[src/lgds_pkg.sv]
// Purpose: Shared constants for the legacy display status register bank.
// Assumes: Byte-addressed I/O or memory offsets, 16-bit address, 16-bit data.
// Notes:   Memory offsets equal I/O offsets, so one map serves both spaces.
package lgds_pkg;

  localparam int unsigned ADDR_W = 16;
  localparam int unsigned DATA_W = 16;
  localparam int unsigned LANES  = 2;
  localparam int unsigned NPIPE  = 2;
  localparam int unsigned SYNC_W = 11;

  // Register offsets
  localparam logic [15:0] ADDR_STATUS_ZERO     = 16'h03c2;
  localparam logic [15:0] ADDR_MISC_WR         = 16'h03c2;
  localparam logic [15:0] ADDR_STATUS_ONE_MONO = 16'h03ba;
  localparam logic [15:0] ADDR_STATUS_ONE_CLR  = 16'h03da;
  localparam logic [15:0] ADDR_FEATURE_RD      = 16'h03ca;
  localparam logic [15:0] ADDR_MISC_RD         = 16'h03cc;

  // Field positions
  localparam int unsigned ST1_DISP_BIT  = 0;
  localparam int unsigned ST1_VRTR_BIT  = 3;
  localparam int unsigned ST1_FB_LO     = 4;
  localparam int unsigned MISC_EMU_BIT  = 0;
  localparam int unsigned FEAT_VSC_BIT  = 3;

  // Constant and mask values
  localparam logic [7:0] STATUS_ZERO_VALUE = 8'h10;
  localparam logic [7:0] MISC_RW_MASK      = 8'hef;
  localparam logic [7:0] FEATURE_RW_MASK   = 8'h08;

  // Reset values
  localparam logic [7:0] MISC_RESET        = 8'h00;
  localparam logic [7:0] FEATURE_RESET     = 8'h00;

endpackage

[src/lgds_status_if.sv]
// Purpose: Carries synchronised pipe status from the synchroniser to the core.
// Assumes: One clock domain on the register side.
// Notes:   Colour bits feed the video feedback selector.
`timescale 1ns/1ps
interface lgds_status_if;
  logic       vretrace;
  logic       blank;
  logic [7:0] color;
  modport src (output vretrace, output blank, output color);
  modport dst (input vretrace, input blank, input color);
endinterface

[src/lgds_sync.sv]
// Purpose: Two-stage synchroniser for the legacy pipe status levels.
// Assumes: Inputs are levels from the pipe timing, possibly another clock.
// Notes:   The first stage is read by the second stage only.
`timescale 1ns/1ps
module lgds_sync
  import lgds_pkg::*;
(
  // Clock and reset
  input  wire logic              i_ref_clk,
  input  wire logic              i_reset,
  // Raw status
  input  wire logic [SYNC_W-1:0] i_raw,
  // Synchronised status
  lgds_status_if.src             o_stat
);

  logic [SYNC_W-1:0] meta_q, meta_d;
  logic [SYNC_W-1:0] sync_q, sync_d;

  always_comb begin
    meta_d = i_raw;
    sync_d = meta_q;
  end

  always_ff @(posedge i_ref_clk) begin
    if (i_reset) begin
      meta_q <= '0;
      sync_q <= '0;
    end else begin
      meta_q <= meta_d;
      sync_q <= sync_d;
    end
  end

  assign o_stat.color    = sync_q[7:0];
  assign o_stat.blank    = sync_q[8];
  assign o_stat.vretrace = sync_q[9];

endmodule

[src/lgds_feedback.sv]
// Purpose: Picks two of the eight palette colour bits for status feedback.
// Assumes: Select comes from the colour plane enable field held elsewhere.
// Notes:   Pure combinational; the top registers the read result.
`timescale 1ns/1ps
module lgds_feedback
  import lgds_pkg::*;
(
  // Synchronised status
  lgds_status_if.dst       i_stat,
  // Colour plane enable bits 5:4
  input  wire logic [1:0]  i_sel,
  // Selected pair
  output logic      [1:0]  o_pair
);

  // Pairs interleave so each select covers a distinct plane pair
  always_comb begin
    unique case (i_sel)
      2'b00: o_pair = {i_stat.color[2], i_stat.color[0]};
      2'b01: o_pair = {i_stat.color[5], i_stat.color[4]};
      2'b10: o_pair = {i_stat.color[3], i_stat.color[1]};
      2'b11: o_pair = {i_stat.color[7], i_stat.color[6]};
    endcase
  end

endmodule

[src/lgds_top.sv]
// Purpose: Legacy display general control and status registers.
// Assumes: Byte or naturally aligned word accesses; one-cycle request strobes.
// Notes:   Status levels pass a two-flop synchroniser before they are read.
`timescale 1ns/1ps
module lgds_top
  import lgds_pkg::*;
(
  // Clock and reset
  input  wire logic              i_ref_clk,
  input  wire logic              i_reset,
  // Host access port
  input  wire logic [ADDR_W-1:0] i_addr,
  input  wire logic [LANES-1:0]  i_byte_en,
  input  wire logic              i_rd,
  input  wire logic              i_wr,
  input  wire logic [DATA_W-1:0] i_wdata,
  output logic      [DATA_W-1:0] o_rdata,
  output logic                   o_ack,
  output logic                   o_claim,
  // Pipe status; retrace and blank per pipe, one colour bus, legacy pipe select
  input  wire logic [NPIPE-1:0]  i_pipe_vretrace,
  input  wire logic [NPIPE-1:0]  i_pipe_hblank,
  input  wire logic [NPIPE-1:0]  i_pipe_vblank,
  input  wire logic [7:0]        i_pipe_color,
  input  wire logic              i_legacy_pipe_sel,
  // Colour plane enable bits 5:4
  input  wire logic [1:0]        i_color_plane_sel,
  // Control outputs
  output logic                   o_emu_color,
  output logic [7:0]             o_misc_output
);

  lgds_status_if stat ();

  logic [SYNC_W-1:0] raw_status;
  logic [1:0]        fb_pair;

  logic [7:0]        misc_q, misc_d;
  logic [7:0]        feat_q, feat_d;
  logic [DATA_W-1:0] rdata_q, rdata_d;
  logic              ack_q, ack_d;
  logic              claim_q, claim_d;
  logic [7:0]        status_one;

  // Any legal request uses at least one lane
  function automatic logic [ADDR_W-1:0] lane_addr(input logic [ADDR_W-1:0] a,
                                                   input int unsigned lane);
    lane_addr = {a[ADDR_W-1:1], lane[0]};
  endfunction

  // Both groups always answer, whatever the emulation select
  function automatic logic is_status_one(input logic [ADDR_W-1:0] a);
    is_status_one = (a == ADDR_STATUS_ONE_MONO) || (a == ADDR_STATUS_ONE_CLR);
  endfunction

  function automatic logic rd_hit(input logic [ADDR_W-1:0] a);
    rd_hit = (a == ADDR_STATUS_ZERO) || is_status_one(a) ||
             (a == ADDR_FEATURE_RD) || (a == ADDR_MISC_RD);
  endfunction

  function automatic logic wr_hit(input logic [ADDR_W-1:0] a);
    wr_hit = (a == ADDR_MISC_WR) || is_status_one(a);
  endfunction

  // Pick the assigned pipe even with legacy display off
  always_comb begin
    raw_status[7:0] = i_pipe_color;
    // Blank covers porches plus sync, wider than the sync pulse
    raw_status[8]   = i_pipe_hblank[i_legacy_pipe_sel] |
                      i_pipe_vblank[i_legacy_pipe_sel];
    // Pixel generator retrace, not the panel's sync pulse
    raw_status[9]   = i_pipe_vretrace[i_legacy_pipe_sel];
    raw_status[10]  = 1'b0;
  end

  lgds_sync u_sync (
    .i_ref_clk (i_ref_clk),
    .i_reset   (i_reset),
    .i_raw     (raw_status),
    .o_stat    (stat)
  );

  lgds_feedback u_feedback (
    .i_stat (stat),
    .i_sel  (i_color_plane_sel),
    .o_pair (fb_pair)
  );

  always_comb begin
    status_one                = 8'h00;
    status_one[ST1_DISP_BIT]  = stat.blank;
    status_one[ST1_VRTR_BIT]  = stat.vretrace;
    status_one[ST1_FB_LO+:2]  = fb_pair;
  end

  // Reads have no side effects; no interrupt path exists here
  always_comb begin
    logic [ADDR_W-1:0] a;
    a         = '0;
    misc_d    = misc_q;
    feat_d    = feat_q;
    rdata_d   = rdata_q;
    ack_d     = i_rd | i_wr;
    claim_d   = 1'b0;
    for (int unsigned l = 0; l < LANES; l++) begin
      a = lane_addr(i_addr, l);
      if (i_byte_en[l] && i_wr && wr_hit(a)) begin
        claim_d = 1'b1;
        if (a == ADDR_MISC_WR) begin
          misc_d = i_wdata[8*l+:8] & MISC_RW_MASK;
        end else begin
          // Status one is read-only, so this offset writes feature control
          feat_d = i_wdata[8*l+:8] & FEATURE_RW_MASK;
        end
      end
      if (i_rd) begin
        rdata_d[8*l+:8] = 8'h00;
      end
      if (i_byte_en[l] && i_rd && rd_hit(a)) begin
        claim_d = 1'b1;
        if (a == ADDR_STATUS_ZERO) begin
          rdata_d[8*l+:8] = STATUS_ZERO_VALUE;
        end else if (is_status_one(a)) begin
          rdata_d[8*l+:8] = status_one;
        end else if (a == ADDR_FEATURE_RD) begin
          rdata_d[8*l+:8] = feat_q;
        end else begin
          rdata_d[8*l+:8] = misc_q;
        end
      end
    end
  end

  always_ff @(posedge i_ref_clk) begin
    if (i_reset) begin
      misc_q  <= MISC_RESET;
      feat_q  <= FEATURE_RESET;
      rdata_q <= '0;
      ack_q   <= 1'b0;
      claim_q <= 1'b0;
    end else begin
      misc_q  <= misc_d;
      feat_q  <= feat_d;
      rdata_q <= rdata_d;
      ack_q   <= ack_d;
      claim_q <= claim_d;
    end
  end

  assign o_rdata       = rdata_q;
  assign o_ack         = ack_q;
  assign o_claim       = claim_q;
  assign o_misc_output = misc_q;
  assign o_emu_color   = misc_q[MISC_EMU_BIT];

endmodule

[config.mk]
export PLATFORM = sky130hd
export DESIGN_NAME = lgds_top
export DESIGN_NICKNAME = d
export VERILOG_FILES = /design/src/lgds_pkg.sv /design/src/lgds_status_if.sv /design/src/lgds_sync.sv /design/src/lgds_feedback.sv /design/src/lgds_top.sv
export SDC_FILE = /design/constraint.sdc
export NUM_CORES = 1
export LEC_CHECK = 0
export CAP_MARGIN = 15
export CORE_MARGIN = 2
export CORE_UTILIZATION = 60
export DETAILED_ROUTE_END_ITERATION = 6
export DONT_BUFFER_PORTS = 1
export GPL_ROUTABILITY_DRIVEN = 0
export MAX_ROUTING_LAYER = met4
export PLACE_DENSITY = 0.76
export SYNTH_ARGS = -nofsm -noshare
export SYNTH_HDL_FRONTEND = slang
export SYNTH_SLANG_ARGS = --single-unit
export TNS_END_PERCENT = 100
[constraint.sdc]
create_clock -name i_ref_clk -period 1.9 [get_ports i_ref_clk]
set_input_delay 0.095 -clock i_ref_clk [delete_from_list [all_inputs] [get_ports i_ref_clk]]
set_output_delay 0.095 -clock i_ref_clk [all_outputs]
set_load 0.1 [all_outputs]
==> results.txt, run 1 <==
----------------------------------------------------
[Status]
  Status ... complete, no violations

[Synthesis]
  Sequential fraction of the synthesis area ... 0.484
  Synthesized flop and latch total ... 38
  Count of different cell masters after synthesis ... 38
  Most area-consuming cells after synthesis ... sky130_fd_sc_hd__dfxtp_1 48%, sky130_fd_sc_hd__nor2b_1 8.8%, sky130_fd_sc_hd__mux2i_1 7.0%
  Post-synth top area share ... 0.484
  Synthesized cell area ... 1570 sq um
  List of most frequent post-synthesis cells ... 38 x sky130_fd_sc_hd__dfxtp_1, 22 x sky130_fd_sc_hd__nor2b_1, 20 x sky130_fd_sc_hd__nor2_1, 11 x sky130_fd_sc_hd__buf_4, 11 x sky130_fd_sc_hd__mux2i_1
  Most common cell in the netlist ... sky130_fd_sc_hd__dfxtp_1
  Syn avg cell area ... 9.81 sq um
  Post-synth ARST share ... 0
  Yosys warning count ... 0
  Cell taking the most area after synthesis ... sky130_fd_sc_hd__dfxtp_1
  Dominant synthesized flop cell ... sky130_fd_sc_hd__dfxtp_1
  Post-Syn Instances ... 160
  Number of enable-type register cells in the synthesized netlist ... 0

[Global route]
  Number of antenna violations at the first check in global routing ... 0
  Via count of the first global-routing pass ... 1233
  Wire length of the first global-routing pass ... 5310 microns
  Pin count of the biggest net entering global routing ... 36
  Final global-route overflow total ... 0
  Overall track demand over capacity in global routing ... 0.264

[Detailed routing]
  Vias ... 1266
  Number of nets with antenna violations after routing ... 0
  DRC viols ... 0
  Via-to-Cell Ratio ... 5.41
  Routed wirelength normalized by instance count ... 15.6 microns
  Number of iterations in the first detailed-routing pass ... 4
  Detailed Route WL ... 3650 microns
  Initial DRC count ... 28

[Floorplanning]
  Floorplan Core Area ... 2480 sq um
  Die Wd ... 55.2 microns
  Top-level port count ... 82
  Starting Density ... 0.634
  DIE HEIGHT ... 55.2 microns
  Die Footprint ... 3040 sq um
  Row cnt ... 18

[Timing]
  Least setup slack across all paths after layout ... 0.442 ns
  Max Clock Skew ... 0.0151 ns
  Worst slew slack as a fraction of its limit ... 0.638
  Tmin final ... 1.46 ns
  Slew Limit Fails ... 0
  Worst hold slack after final layout ... 0.0141 ns
  Final-report setup violation count ... 0
  Setup Total Neg Slack ... 0 ns
  Count of endpoints failing hold in the final timing report ... 0
  Tightest Pin Transition ... 0.548 ns
  Final cycle utilization of the critical path ... 0.767
  Setup repair after global routing missed its margin ... false
  Achievable frequency ... 686 MHz

[Clock tree]
  Number of clock buffers inserted by TritonCTS ... 5
  Buffer type at the clock tree root ... sky130_fd_sc_hd__clkbuf_4
  Clock Sink Count ... 38
  Worst skew pair latency ... 0.35 ns
  TritonCTS clock tree ... done
  CTS clock-pin slew for the worst setup and hold paths ... 0.13 ns
  Level count of the clock H-tree ... 2
  Max Root-Sink Buffers ... 2

[Layout]
  Share of final-layout standard cells stronger than drive strength 1 ... 0.172
  Layout area overhead ... 30.4%
  Non-filler instance count after layout ... 234
  Filler Cells Inserted ... 141
  Utilization after layout ... 0.827
  Area of all placed cells without fillers ... 2050 sq um
  Inserted Diodes ... 0
  # nets final ... 258

[Pwr]
  Seq pwr share ... 0.482
  Power Internal ... 1.30 mW
  Power Total ... 1.71 mW
  Clock network fraction of total power ... 0.402
  Fraction of power spent switching nets ... 0.240
  Gate power share ... 0.116
  LEAKAGE ... 0.891 nW
  Power per unit of standard cell area ... 835 nW/um^2
  Maximum vdd ir drop ... 1.04 mV
  Sw power ... 0.410 mW

[Run]
  Max-capacitance violation count ... 0

[Critical path]
  Data arrival at the endpoint of the critical path ... 1.74 ns
  CP Buf/Inv Count ... 3
  Cell at the slowest stage of the critical path ... sky130_fd_sc_hd__dlygate4sd3_1
  CP Max Fanout ... 31
  Maximum single-stage delay on the critical path ... 0.63 ns
  Worst path cell trace ... dlygate4sd3_1, clkbuf_16, a211oi_1, dlygate4sd3_1
  Category of cells accounting for the largest share of critical-path delay ... buffers and inverters
  WP data required ... 2.18 ns
  CP most frequent cell ... sky130_fd_sc_hd__dlygate4sd3_1
  CP Capture Type ... flip-flop
  Type of origin of the critical path ... primary input
  Type of the worst setup path ... in2reg

[Min path]
  Class of the tightest hold or removal check ... in2reg

[Placed design]
  Count of port buffers added during placement ... 0
  Placed Instances ... 201
  Post-detail-place hpwl ... 2130 microns
  Post-place instance area ... 1680 sq um
  Place WS ... 0.220 ns

----------------------------------------------------
-- metal layers --
metal,global-route usage,up-vias,share of wire
li1,-,612,-
met1,0.262,579,0.38
met2,0.480,66,0.52
met3,0.0780,9,0.077
met4,0.110,0,0.017
met5,-,-,0
-- kinds of logic (layout without fill, tap and decap cells) --
logic type             Yosys count  count (layout)  share of synthesized area
AO/OA/AOI/OAI                   16              16                     0.0717
XOR/XNOR                         1               1                    0.00558
buffers and inverters           20              56                     0.0741
flip-flops                      38              38                      0.484
multiplexers                    13              13                     0.0988
other                            1               9                    0.00239
AND/OR/NAND/NOR                 71              71                      0.263
-- path summary, 6_finish.rpt --
| kind | from | endpoint | slack (ns) | cells after the start |
|---|---|---|---|---|
| worst max-delay path | i_reset | u_sync.meta_q[8] | 0.44 | 4 |
| worst min-delay path | i_reset | o_rdata[0] | 0.01 | 2 |
| worst max register to register | u_sync.sync_q[0] | o_rdata[4] | 0.61 | 3 |
| worst min register to register | u_sync.meta_q[8] | u_sync.sync_q[8] | 0.43 | 1 |
-- power groups by stage --
stage / registers [mW] / clock network (mW) / logic [mW]
finish: 0.824 / 0.687 / 0.199
global route: 0.826 / 0.732 / 0.210
CTS: 0.824 / 0.690 / 0.188
detailed placement: 0.842 / 0 / 0.136
global placement: 0.841 / 0 / 0.134
floorplan: 0.850 / 0 / 0.142
-- registers in the layout (all words and copies together) (netlist names) --
signal and count:
feat_q 1, o_ack 1, o_claim 1, o_misc_output 7, o_rdata 8, u_sync.meta_q 10
u_sync.sync_q 10
-- placed cells by master (no fill, tap or decap), drive strengths merged, types with 3 or more instances in the layout --
cell,count
nor2,21
dlygate4sd3,24
nand2,4
dfxtp,38
nand2b,4
nand4,3
buf,18
clkbuf,6
a22o,3
nor3,3
nor2b,22
conb,9
mux2i,11
a21oi,5
inv,5
-- layout make-up --
class,count,area (sq um),share of cell area
repair buffers,43,400,0.195
clock buffers,5,37.5,0.0183
clock inverters,3,68.8,0.0336
inverters,5,18.8,0.00916
well taps,30,37.5,0.0183
multi-input cells,110,723,0.353
flip-flops and latches,38,762,0.372
-- timing repair --
action | in CTS | in global routing
hold buffers | 24 | 0
buffers inserted | 0 | 0
resized for setup | 0 | 0
endpoints found under the hold margin | 35 | 0
(Power assumes the default switching activity.)
==> run 2, diff against run 1 <==
==> constraint.sdc (replaced) <==
create_clock -name i_ref_clk -period 1.38 [get_ports i_ref_clk]
set_input_delay 0.069 -clock i_ref_clk [delete_from_list [all_inputs] [get_ports i_ref_clk]]
set_output_delay 0.069 -clock i_ref_clk [all_outputs]
set_load 0.1 [all_outputs]
==> run 2 against run 1 <==
Compared with the run above:
- die area is the same
- critical path type is now reg2reg
- total power grew 26%
- cell count grew 2.1%
==> results.txt, run 2 (synthesis results as in run 1) <==
----------------------------------------------------
[Min path]
  Class of the tightest hold or removal check ... in2reg

[Floorplanning]
  Row cnt ... 18
  Die Footprint ... 3040 sq um
  Die Wd ... 55.2 microns
  Starting Density ... 0.634
  DIE HEIGHT ... 55.2 microns
  Floorplan Core Area ... 2480 sq um
  Top-level port count ... 82

[Global route]
  Via count of the first global-routing pass ... 1111
  Overall track demand over capacity in global routing ... 0.268
  Number of antenna violations at the first check in global routing ... 0
  Pin count of the biggest net entering global routing ... 37
  Wire length of the first global-routing pass ... 5190 microns
  Final global-route overflow total ... 0

[Critical path]
  Category of cells accounting for the largest share of critical-path delay ... multiplexers
  CP Max Fanout ... 1
  Maximum single-stage delay on the critical path ... 0.47 ns
  Cell at the slowest stage of the critical path ... sky130_fd_sc_hd__mux4_2
  CP Buf/Inv Count ... 0
  WP data required ... 1.63 ns
  Type of origin of the critical path ... flip-flop
  Worst path cell trace ... mux4_2, a21o_1, a22o_1
  Type of the worst setup path ... reg2reg
  CP Capture Type ... flip-flop
  Data arrival at the endpoint of the critical path ... 1.54 ns

[Pwr]
  Seq pwr share ... 0.525
  Maximum vdd ir drop ... 1.11 mV
  Clock network fraction of total power ... 0.346
  Sw power ... 0.555 mW
  Fraction of power spent switching nets ... 0.257
  LEAKAGE ... 0.891 nW
  Power Internal ... 1.61 mW
  Power per unit of standard cell area ... 1050 nW/um^2
  Gate power share ... 0.129

[Layout]
  # nets final ... 263
  Utilization after layout ... 0.830
  Inserted Diodes ... 0
  Leading cell types in the layout, fill and taps excluded ... 37 x sky130_fd_sc_hd__dfxtp_1, 24 x sky130_fd_sc_hd__dlygate4sd3_1, 23 x sky130_fd_sc_hd__buf_4
  Filler Cells Inserted ... 137
  Footprint of the multi-input gates ... 723 sq um
  Register area ... 762 sq um
  Non-filler instance count after layout ... 239
  Commonest non-fill, non-tap cell in the layout ... sky130_fd_sc_hd__dfxtp_1
  Layout area overhead ... 31.0%
  Share of final-layout standard cells stronger than drive strength 1 ... 0.191

[Detailed routing]
  Initial DRC count ... 46
  Number of nets with antenna violations after routing ... 0
  Via-to-Cell Ratio ... 5.50
  Number of iterations in the first detailed-routing pass ... 4
  Detailed Route WL ... 3650 microns
  Routed wirelength normalized by instance count ... 15.3 microns
  Vias ... 1314
  DRC viols ... 0

[Timing]
  Achievable frequency ... 773 MHz
  Max Clock Skew ... 0.00831 ns
  Count of endpoints failing hold in the final timing report ... 0
  Setup repair after global routing missed its margin ... false
  Worst slew slack as a fraction of its limit ... 0.637
  Tmin final ... 1.29 ns
  Tightest Pin Transition ... 0.548 ns
  Slew Limit Fails ... 0
  Final-report setup violation count ... 0
  Final cycle utilization of the critical path ... 0.937

[Clock tree]
  Number of clock buffers inserted by TritonCTS ... 5
  TritonCTS clock tree ... done
  CTS clock-pin slew for the worst setup and hold paths ... 0.11 ns
  Level count of the clock H-tree ... 2
  Clock Sink Count ... 38
  Buffer type at the clock tree root ... sky130_fd_sc_hd__clkbuf_4
  Max Root-Sink Buffers ... 2
  Post-CTS Hold Fix Bufs ... 25
  Worst skew pair latency ... 0.35 ns
  CTS-repair resized insts ... 0
  Buffer count from post-CTS setup fixing ... 0

[Status]
  Status ... complete, no violations

[Run]
  Max-capacitance violation count ... 0

[Placed design]
  Count of port buffers added during placement ... 0
  Placed Instances ... 206
  Post-detail-place hpwl ... 2240 microns

----------------------------------------------------
## run 2: cell count changes in the layout (fill, tap and decap cells not counted), sizes merged
cell      before  now
buf           18   24
bufinv         2    1
clkbuf         6    5
clkinv         1    0
clkinvlp       0    2
## run 2: stage by stage
step	area (sq um)	setup slack, ns	hold slack (ns)	TNS (ns)	power (mW)
6_report	2060	0.0864	0.0115	0	2.16
5_1_grt	2060	0.0429	0.00889	0	2.25
4_1_cts	2060	0.0773	0.00932	0	2.18
3_5_place_dp	1710	-0.116	0.142	-0.891	1.35
3_3_place_gp	1710	-0.0436	0.138	-0.302	1.35
2_1_floorplan	1610	-0.0333	0.169	-0.233	1.37
## run 2: power by group through the flow
stage	Sequential (mW)	Clock (mW)	Combinational, mW
floorplan	1.17	0	0.196
global placement	1.16	0	0.189
detailed placement	1.16	0	0.193
CTS	1.13	0.769	0.274
global route	1.14	0.818	0.292
finish	1.13	0.748	0.279
## run 2: area by class of cell
class	count	area share
inverters	5	0.00912
multi-input cells	110	0.352
repair buffers	48	0.210
flip-flops and latches	38	0.370
clock buffers	5	0.0182
clock inverters	3	0.0219
well taps	30	0.0182
## run 2: tightest hold or removal path: stages
cell and delay [ns]:
sky130_fd_sc_hd__nand2_1 0.07, sky130_fd_sc_hd__o21bai_1 0.12, sky130_fd_sc_hd__a21oi_1 0.06
## run 2: routing by layer
layer  GRT usage  wire (microns)
met4       0.154              95
met3      0.0914             285
met2       0.454            1920
met5           -               0
met1       0.268            1350
## run 2: path summary, 6_finish.rpt
kind / startpoint / end / slack, ns / cells past startpoint
max: u_sync.sync_q[6] / o_rdata[4] / 0.09 / 3
min: i_byte_en[0] / o_claim / 0.01 / 3
max reg2reg: u_sync.sync_q[6] / o_rdata[4] / 0.09 / 3
min reg2reg: u_sync.meta_q[9] / u_sync.sync_q[9] / 0.44 / 1
==> run 3, diff against run 2 <==
--- a/config.mk
+++ b/config.mk
@@ -8,10 +8,10 @@
 export CAP_MARGIN = 15
 export CORE_MARGIN = 2
 export CORE_UTILIZATION = 60
+export CTS_CLUSTER_SIZE = 10
 export DETAILED_ROUTE_END_ITERATION = 6
 export DONT_BUFFER_PORTS = 1
 export GPL_ROUTABILITY_DRIVEN = 0
-export MAX_ROUTING_LAYER = met4
 export PLACE_DENSITY = 0.76
 export SYNTH_ARGS = -nofsm -noshare
 export SYNTH_HDL_FRONTEND = slang
==> constraint.sdc (replaced) <==
create_clock -name i_ref_clk -period 1.38 [get_ports i_ref_clk]
set_input_delay 0.276 -clock i_ref_clk [delete_from_list [all_inputs] [get_ports i_ref_clk]]
set_output_delay 0.276 -clock i_ref_clk [all_outputs]
set_load 0.1 [all_outputs]
==> run 3 against run 2 <==
Compared with the run above:
- non-clock buffer count shrank 16
- register-to-register slack gained 0.04 ns
- via count is 10% lower
- routed wire length is 16% lower
- design area decreased by 7.5%
- global-route usage down 6.0 points
- clock skew is 0.0086 ns higher
- fmax is 3.0% lower
- sequential share of layout area up 3.0 points
- clock power down 24%
- largest cell class unchanged
- highest routed layer unchanged
==> results.txt, run 3 (synthesis results as in run 1) <==
----------------------------------------------------
[Pwr]
  LEAKAGE ... 0.839 nW
  Power Total ... 1.92 mW
  Power per unit of standard cell area ... 1010 nW/um^2
  Maximum vdd ir drop ... 1.03 mV

[Layout]
  # nets final ... 247
  Utilization after layout ... 0.768
  Leading cell types in the layout, fill and taps excluded ... 37 x sky130_fd_sc_hd__dfxtp_1, 23 x sky130_fd_sc_hd__buf_4, 22 x sky130_fd_sc_hd__nor2b_1
  Non-filler instance count after layout ... 223
  Inserted Diodes ... 0
  Layout area overhead ... 21.1%
  Commonest non-fill, non-tap cell in the layout ... sky130_fd_sc_hd__dfxtp_1
  Area of all placed cells without fillers ... 1900 sq um
  Share of final-layout standard cells stronger than drive strength 1 ... 0.233

[Placed design]
  Count of port buffers added during placement ... 0
  Place WS ... -0.285 ns
  Post-detail-place hpwl ... 2140 microns
  Placed Instances ... 206
  Post-place instance area ... 1740 sq um

[Global route]
  Via count of the first global-routing pass ... 1073
  Pin count of the biggest net entering global routing ... 29
  Wire length of the first global-routing pass ... 4400 microns
  Overall track demand over capacity in global routing ... 0.208
  Final global-route overflow total ... 0
  Number of antenna violations at the first check in global routing ... 0

[Timing]
  Tmin final ... 1.33 ns
  Count of endpoints failing hold in the final timing report ... 0
  Worst slew slack as a fraction of its limit ... 0.381
  Worst hold slack after final layout ... 0.0142 ns
  Slew Limit Fails ... 0
  Final-report setup violation count ... 0
  Tightest Pin Transition ... 0.928 ns
  Least setup slack across all paths after layout ... 0.0458 ns
  Setup repair after global routing missed its margin ... true
  Setup Total Neg Slack ... 0 ns
  Final cycle utilization of the critical path ... 0.967
  Max Clock Skew ... 0.0169 ns
  Achievable frequency ... 750 MHz

[Floorplanning]
  DIE HEIGHT ... 55.2 microns
  Row cnt ... 18
  Floorplan Core Area ... 2480 sq um
  Top-level port count ... 82
  Die Footprint ... 3040 sq um
  Die Wd ... 55.2 microns
  Starting Density ... 0.634

[Detailed routing]
  Initial DRC count ... 15
  Detailed Route WL ... 3060 microns
  Number of iterations in the first detailed-routing pass ... 4
  Vias ... 1183
  Via-to-Cell Ratio ... 5.30
  Routed wirelength normalized by instance count ... 13.7 microns
  DRC viols ... 0
  Number of nets with antenna violations after routing ... 0

[Clock tree]
  Max Root-Sink Buffers ... 2
  Clock Sink Count ... 38
  Buffer type at the clock tree root ... sky130_fd_sc_hd__clkbuf_4
  Level count of the clock H-tree ... 2
  CTS clock-pin slew for the worst setup and hold paths ... 0.11 ns
  Number of clock buffers inserted by TritonCTS ... 5
  TritonCTS clock tree ... done
  Worst skew pair latency ... 0.34 ns

[Critical path]
  Type of the worst setup path ... in2reg
  WP data required ... 1.57 ns
  CP Capture Type ... flip-flop
  Type of origin of the critical path ... primary input
  CP Max Fanout ... 7
  Data arrival at the endpoint of the critical path ... 1.53 ns

[Run]
  Max-capacitance violation count ... 0

[Min path]
  Class of the tightest hold or removal check ... in2reg

[Status]
  Status ... complete, no violations

----------------------------------------------------
==> run 3: final timing paths <==
path	from	to	slack, ns	cells past startpoint
worst max-delay path	i_addr[5]	o_misc_output[5]	0.05	6
worst min-delay path	i_reset	o_rdata[2]	0.01	1
worst max register to register	u_sync.sync_q[6]	o_rdata[4]	0.13	3
worst min register to register	u_sync.meta_q[4]	u_sync.sync_q[4]	0.45	1
==> run 3: where the power goes <==
part / internal, mW / total, mW / leakage, nW / switching, mW
clock network: 0.198 / 0.565 / 0.0312 / 0.366
logic: 0.0618 / 0.224 / 0.496 / 0.162
registers: 1.13 / 1.13 / 0.311 / 0.00677
total: 1.39 / 1.92 / 0.839 / 0.535
==> run 3: routing by layer <==
layer  vias up  wire (microns)  share of wire  GRT usage
met5         -               0              0          0
met4         0              26         0.0085     0.0528
met3         4             209          0.068     0.0645
met2        46            1570           0.51      0.389
met1       548            1260           0.41      0.226
li1        585               -              -          -
==> run 3: timing repair <==
action	4_1_cts	5_1_grt
hold buffers	6	1
gates resized for setup	0	6
setup buffers	0	2
endpoints found under the setup margin	0	28
endpoints found under the hold margin	33	1
==> run 3: layout make-up <==
class                           instances  area, sq um
Tap cell                               30         37.5
Multi-Input combinational cell        110          744
Fill cell                             186          576
Sequential cell                        38          762
Clock buffer                            5         37.5
Timing Repair Buffer                   32          280
Clock inverter                          3         21.3
Inverter                                5         18.8
==> run 3: worst max-delay path: stages <==
cell and delay, ns:
sky130_fd_sc_hd__and4bb_2 0.28, sky130_fd_sc_hd__nand2b_1 0.07, sky130_fd_sc_hd__or4_4 0.52, sky130_fd_sc_hd__buf_8 0.16
sky130_fd_sc_hd__mux2i_1 0.16, sky130_fd_sc_hd__nor2_1 0.05
